==> src/branch_unit_pkg.sv <==
// Shared types and constants for the conditional branch unit.
// Assumes the fetch stage hands over an already decoded condition select.
package branch_unit_pkg;

  // ----------------------------------------------------------------
  // Widths and timing
  // ----------------------------------------------------------------
  localparam int PC_W = 16;
  localparam int K_W = 7;
  localparam logic [PC_W-1:0] PC_STEP = 16'h0001;
  localparam int CYC_NOT_TAKEN = 1;
  localparam int CYC_TAKEN = 2;
  localparam logic [PC_W-1:0] PC_RESET = 16'h0000;

  // ----------------------------------------------------------------
  // Condition selects
  // ----------------------------------------------------------------
  typedef enum logic [3:0] {
    branch_equal,
    branch_not_equal,
    branch_carry_set,
    branch_carry_clear,
    branch_same_or_higher,
    branch_lower_unsigned,
    branch_minus,
    branch_plus,
    branch_greater_equal_signed,
    branch_less_signed,
    branch_half_carry_set,
    branch_half_carry_clear,
    branch_spare_flag_set
  } cond_e;

  // ----------------------------------------------------------------
  // Carriers
  // ----------------------------------------------------------------
  typedef struct packed {
    logic spare_flag;
    logic nibble_carry;
    logic twos_wrap_bit;
    logic msb_result_bit;
    logic result_null_flg;
    logic unsigned_overflow_bit;
  } flags_s;

  localparam flags_s FLAGS_RESET = '0;

  typedef struct packed {
    cond_e cond;
    logic [K_W-1:0] offset;
    logic [PC_W-1:0] pc;
    flags_s flags;
  } branch_cmd_s;

endpackage

==> src/conditional_branch_unit.sv <==
// Decode and execute stage for conditional relative branches.
// Assumes the core presents a one-cycle issue strobe with a command that
// is stable in that cycle, and holds further issues while busy is high.

// Functional notes
// (RQ1) Equal branches on null flag 1, not-equal on null flag 0.
// (RQ2) Carry-set branches on overflow bit 1, carry-clear on 0.
// (RQ3) Same-or-higher uses carry clear; lower uses carry set.
// (RQ4) Minus branches on msb bit 1, plus on msb bit 0.
// (RQ5) Signed greater-or-equal branches when msb xor wrap bit is 0.
// (RQ6) Signed less-than branches when msb xor wrap bit is 1.
// (RQ7) Half-carry-set branches only when nibble carry is 1.
// (RQ8) Half-carry-clear branches only when nibble carry is 0.
// (RQ9) Spare-flag-set branches only when spare flag is set.
// (RQ10) Taken branch loads pc plus offset plus one; else sequential.
// (RQ11) No status flag is altered, taken or not.
// (RQ12) Each branch completes in one or two cycles by outcome.
// (RQ13) Not taken takes one cycle; taken takes two with refetch.
module conditional_branch_unit (
  input wire logic clk_sys,
  input wire logic sys_rst,
  input wire logic branch_issue,
  input wire branch_unit_pkg::branch_cmd_s cmd,
  output logic pc_load,
  output logic [branch_unit_pkg::PC_W-1:0] pc_target,
  output logic busy,
  output logic done,
  output logic taken,
  output branch_unit_pkg::flags_s flags_out
);
  import branch_unit_pkg::*;

  // ----------------------------------------------------------------
  // Condition test
  // ----------------------------------------------------------------
  typedef enum logic {st_idle, st_refetch} state_e;

  state_e state;
  logic accept;
  logic cond_true;
  logic [PC_W-1:0] next_pc;

  // Issues during refetch are ignored; the core must stall them
  assign accept = branch_issue && (state == st_idle);

  // Pure read of the flags, nothing here writes them back
  always_comb begin
    cond_true = 1'b0;
    unique case (cmd.cond)
      branch_equal: cond_true = cmd.flags.result_null_flg; // RQ1
      branch_not_equal: cond_true = !cmd.flags.result_null_flg; // RQ1
      branch_carry_set: cond_true = cmd.flags.unsigned_overflow_bit; // RQ2
      branch_carry_clear: cond_true = !cmd.flags.unsigned_overflow_bit; // RQ2
      branch_same_or_higher: cond_true = !cmd.flags.unsigned_overflow_bit; // RQ3
      branch_lower_unsigned: cond_true = cmd.flags.unsigned_overflow_bit; // RQ3
      branch_minus: cond_true = cmd.flags.msb_result_bit; // RQ4
      branch_plus: cond_true = !cmd.flags.msb_result_bit; // RQ4
      branch_greater_equal_signed: begin
        cond_true = (cmd.flags.msb_result_bit ^ cmd.flags.twos_wrap_bit) == 1'b0; // RQ5
      end
      branch_less_signed: begin
        cond_true = (cmd.flags.msb_result_bit ^ cmd.flags.twos_wrap_bit) == 1'b1; // RQ6
      end
      branch_half_carry_set: cond_true = cmd.flags.nibble_carry; // RQ7
      branch_half_carry_clear: cond_true = !cmd.flags.nibble_carry; // RQ8
      branch_spare_flag_set: cond_true = cmd.flags.spare_flag; // RQ9
      default: cond_true = 1'b0; // Unused codes never branch
    endcase
  end

  // ----------------------------------------------------------------
  // Target arithmetic
  // ----------------------------------------------------------------
  // Offset is signed; sign extend so backward branches wrap correctly
  assign next_pc = cmd.pc + {{(PC_W-K_W){cmd.offset[K_W-1]}}, cmd.offset} + PC_STEP; // RQ10

  // ----------------------------------------------------------------
  // Sequencing
  // ----------------------------------------------------------------
  // Taken branches spend one extra cycle while the new address is fetched
  always_ff @(posedge clk_sys) begin
    if (sys_rst) begin
      state <= st_idle;
      busy <= 1'b0;
      pc_load <= 1'b0;
    end else if (accept && cond_true) begin
      state <= st_refetch; // RQ13
      busy <= 1'b1;
      pc_load <= 1'b1; // RQ10
    end else begin
      state <= st_idle; // RQ12
      busy <= 1'b0;
      pc_load <= 1'b0;
    end
  end

  // Completion strobe and outcome
  always_ff @(posedge clk_sys) begin
    if (sys_rst) begin
      done <= 1'b0;
      taken <= 1'b0;
    end else if (state == st_refetch) begin
      done <= 1'b1; // RQ13
      taken <= 1'b1;
    end else if (accept && !cond_true) begin
      done <= 1'b1; // RQ13
      taken <= 1'b0;
    end else begin
      done <= 1'b0;
      taken <= 1'b0;
    end
  end

  // Target holds its last value; only pc_load says when it is meaningful
  always_ff @(posedge clk_sys) begin
    if (sys_rst) begin
      pc_target <= PC_RESET;
    end else if (accept && cond_true) begin
      pc_target <= next_pc; // RQ10
    end
  end

  // Flags are passed through untouched so the status register keeps them
  always_ff @(posedge clk_sys) begin
    if (sys_rst) begin
      flags_out <= FLAGS_RESET;
    end else if (accept) begin
      flags_out <= cmd.flags; // RQ11
    end
  end
endmodule

==> config.mk <==
export PLATFORM = sky130hd
export DESIGN_NAME = conditional_branch_unit
export DESIGN_NICKNAME = d
export VERILOG_FILES = /design/src/branch_unit_pkg.sv /design/src/conditional_branch_unit.sv
export SDC_FILE = /design/constraint.sdc
export NUM_CORES = 1
export LEC_CHECK = 0
export BUFFER_PORTS_ARGS = -buffer_cell sky130_fd_sc_hd__buf_2
export CAP_MARGIN = 20
export CORE_MARGIN = 4
export CORE_UTILIZATION = 35
export CTS_CLUSTER_DIAMETER = 80
export DETAILED_ROUTE_END_ITERATION = 10
export PLACE_DENSITY = 0.68
export SETUP_SLACK_MARGIN = 0.3
export SYNTH_ARGS = -nofsm -noshare
export SYNTH_HDL_FRONTEND = slang
export SYNTH_SLANG_ARGS = --single-unit
==> constraint.sdc <==
create_clock -name clk_sys -period 2.6 [get_ports clk_sys]
set_clock_uncertainty 0.15 [all_clocks]
set_input_delay 0.52 -clock clk_sys [delete_from_list [all_inputs] [get_ports clk_sys]]
set_output_delay 0.52 -clock clk_sys [all_outputs]
set_load 0.05 [all_outputs]
==> Implementation_results.wiki <==
{| class="wikitable"
! Metric !! Value
|-
| Sort of element at the start of the critical path || input pin
|-
| Largest area contributor in the netlist || sky130_fd_sc_hd__dfxtp_1
|-
| Sequential-to-total area share from yosys stat || 26.6%
|-
| Cell at the slowest stage of the critical path || sky130_fd_sc_hd__ha_4
|-
| Peak supply drop || 0.232 mV
|-
| Cells along the critical path || buf_2 > ha_4 > a21oi_2 > o21ai_4 > mux2_4 > a31o_2 > or3_1 > a21oi_1
|-
| Total global routing overflow || 0
|-
| Iteration-0 DRC count of the detailed router || 34
|-
| Arr. time, crit path || 2300 ps
|-
| Post-synth EDFFs || 0
|-
| GRT Resource Usage Total || 14.5%
|-
| Buffer and inverter count on the worst path || 1
|-
| Row count || 26
|-
| Min Hold Slack || 304 ps
|-
| Run status || complete, no violations
|-
| Global placer's final weighted congestion || 0.806
|-
| Gate count after technology mapping || 228
|-
| Worst Max-Slew Pin Slew || 482 ps
|-
| Clock Pin Slew Worst Setup and Hold Paths || 90 ps
|-
| Leakage power total || 1.14 nW
|-
| Number of global-route vias before repair || 1,751
|-
| Vias per inst || 5.09
|-
| Worst min-delay path category || flop to flop
|-
| Critical path fanouts, max || 8
|-
| Crit path capture type || flop
|-
| Post-synth net total || 280
|-
| Largest stage delay on the critical path || 350 ps
|-
| Cell count after placement || 364
|-
| PwrDens || 473 nW/um^2
|-
| Number of remaining DRC errors || 0
|-
| Clock insertion delay at the later pin of the skew report || 260 ps
|-
| Global-route wire length before repair || 7760 um
|-
| Final hold viol count || 0
|-
| Count of input and output buffers || 61
|-
| Synth top area share || 26.6%
|-
| Share of flip-flops with an asynchronous set or reset after synthesis || 0%
|-
| Post-route clock period utilization || 86.5%
|-
| Sink Count || 25
|-
| Total number of nets in the final design || 354
|-
| Vertical extent of the die || 81.3 um
|-
| Number of iterations in the first detailed-routing pass || 4
|-
| Main area contributors after synthesis || sky130_fd_sc_hd__dfxtp_1 (27%), sky130_fd_sc_hd__ha_1 (10%), sky130_fd_sc_hd__a21oi_1 (6.9%)
|-
| Routed wire length per instance || 13.0 um
|-
| Layout cells sized above 1 || 36.5%
|-
| Number of I/O pins || 62
|-
| TritonCTS Buffers || 3
|-
| Initial core utilization || 36.4%
|-
| Post-synth top flop || sky130_fd_sc_hd__dfxtp_1
|-
| Required time reported for the critical path endpoint || 2650 ps
|-
| Bufs on Longest Clock Path || 2
|-
| Yosys synthesis warning count || 0
|-
| Placed inst area || 2380 um^2
|-
| Post-route insts no fill || 371
|-
| H-Tree Level Count || 1
|-
| Seq cells post-synth || 25
|-
| Number of pins with negative max-slew slack in the final report || 0
|-
| Highest clock frequency the design can meet || 0.445 GHz
|-
| Setup repair after global routing missed its margin || true
|-
| Worst setup margin || 351 ps
|-
| Dpl hpwl || 3820 um
|-
| Post-DRT Antenna Nets || 0
|-
| Final wirelength || 4820 um
|-
| Clock tree from TritonCTS || yes
|-
| Overall die width || 81.3 um
|-
| Setup TNS after final layout || 0 ps
|-
| Number of antenna violations at the first check in global routing || 0
|-
| Clock period minus final worst setup slack || 2250 ps
|-
| Clk Tree Root Cell || sky130_fd_sc_hd__clkbuf_8
|-
| Pin count of the biggest net entering global routing || 26
|-
| Avg Inst Size Synth || 8.25 um^2
|-
| Syn-to-layout area delta || 34.0%
|-
| Number of vias in the routed layout || 1,889
|-
| Class of the most critical setup path || input pin to flop
|-
| Number of distinct library cell variants in the gate-level netlist after synthesis || 52
|-
| Worst Setup Slack post-DPL || -120 ps
|-
| # Max-Cap Violations || 0
|-
| Area of the die || 6610 um^2
|-
| Cell class contributing the biggest share of worst-path delay || compound AO/OA/AOI/OAI gates
|-
| Number of endpoints failing setup at the final stage || 0
|-
| Post-synthesis cell area || 1880 um^2
|-
| Core Region || 5170 um^2
|-
| Antenna diode instance count || 0
|-
| Post-route cell area || 2520 um^2
|-
| Headroom to the max-slew limit || 67.9%
|}
worst register-to-register path: stages, from the launching register on:
cell	delay, ps
sky130_fd_sc_hd__dfxtp_1	350
sky130_fd_sc_hd__nor2b_1	310
sky130_fd_sc_hd__o31ai_4	190
sky130_fd_sc_hd__or3_1	400
sky130_fd_sc_hd__a21oi_1	120
synth_stat cells, drive strengths merged, types with 2 or more instances:
cell	number
inv	7
a21oi	27
o21a	2
a211oi	4
clkbuf	3
o21ai	12
nand3	4
nor2	17
nand2b	7
nor4b	2
nand2	32
nand3b	2
and3	5
xor2	5
dfxtp	25
mux2	2
nor3	3
mux2i	8
a21o	3
o211ai	2
buf	5
a31oi	3
xnor2	7
nor2b	6
ha	15
final timing paths:
check                                                start                    endpoint  cells after the start  slack, ps
worst max-delay path                               cmd[28]  pc_target[13]$_SDFFE_PP0P_                      8        350
worst min-delay path            pc_target[13]$_SDFFE_PP0P_  pc_target[13]$_SDFFE_PP0P_                      2        300
worst max register to register            state$_SDFF_PP0_  pc_target[13]$_SDFFE_PP0P_                      4       1020
worst min register to register  pc_target[13]$_SDFFE_PP0P_  pc_target[13]$_SDFFE_PP0P_                      2        300
per-layer routing:
metal	global-route usage, %	up-vias	routed length, um
met2	25.7	41	2430
met5	0	-	0
met1	18.4	876	2080
met4	4.39	0	46
met3	1.11	4	258
li1	-	968	-
layout by cell type (no fill, tap or decap), drive strengths merged, types with 2 or more instances in the layout:
master	synthesis	routed
nand2	32	32
a211oi	4	4
clkbuf	3	4
and3	5	5
nand3	4	4
xor2	5	5
nor2	17	17
o21a	2	2
nor4b	2	2
nor3	3	3
buf	5	77
o21ai	12	12
dfxtp	25	25
ha	15	15
xnor2	7	7
nor2b	6	6
a21oi	27	27
mux2	2	2
a21o	3	3
nand2b	7	7
o211ai	2	2
inv	7	7
a31oi	3	3
nand3b	2	2
mux2i	8	8
stage by stage:
stage	utilization [%]	total power, mW
after detailed placement	46.1	0.946
after CTS	47.4	1.18
final	48.8	1.19
after global routing	48.8	1.27
after global placement	46.1	0.942
after floorplan	-	0.804
registers in the layout, summed over array words and instances (netlist names):
name       flops
taken          1
pc_target     16
state          1
done           1
flags_out      6
where the power goes:
part / internal, mW / switching, mW
sequential: 0.411 / 0.0135
clock: 0.110 / 0.120
combinational: 0.216 / 0.322
layout make-up:
type	instances	area, um^2
flip-flops and latches	25	500
well taps	70	87.6
repair buffers	77	432
fillers	515	2650
multi-input cells	188	1410
inverters	7	43.8
clock buffers	4	45.0
logic make-up (layout without fill, tap and decap cells):
| kind of cell | Yosys count | after routing | synth area share, % |
|---|---|---|---|
| mux | 10 | 10 | 5.45 |
| flops | 25 | 25 | 26.6 |
| compound gates | 66 | 66 | 24.2 |
| simple gates | 83 | 83 | 22.0 |
| buf+inv | 15 | 88 | 3.92 |
| fa+ha+maj | 16 | 16 | 11.0 |
| xor+xnor | 13 | 13 | 6.78 |
repair_timing:
item | in CTS | in global routing
setup endpoints to repair | 3 | 5
pin swaps | 7 | 3
setup buffers | 2 | 1
gates resized for setup | 2 | 11
hold buffers | 0 | 0
(Power assumes the default switching activity.)
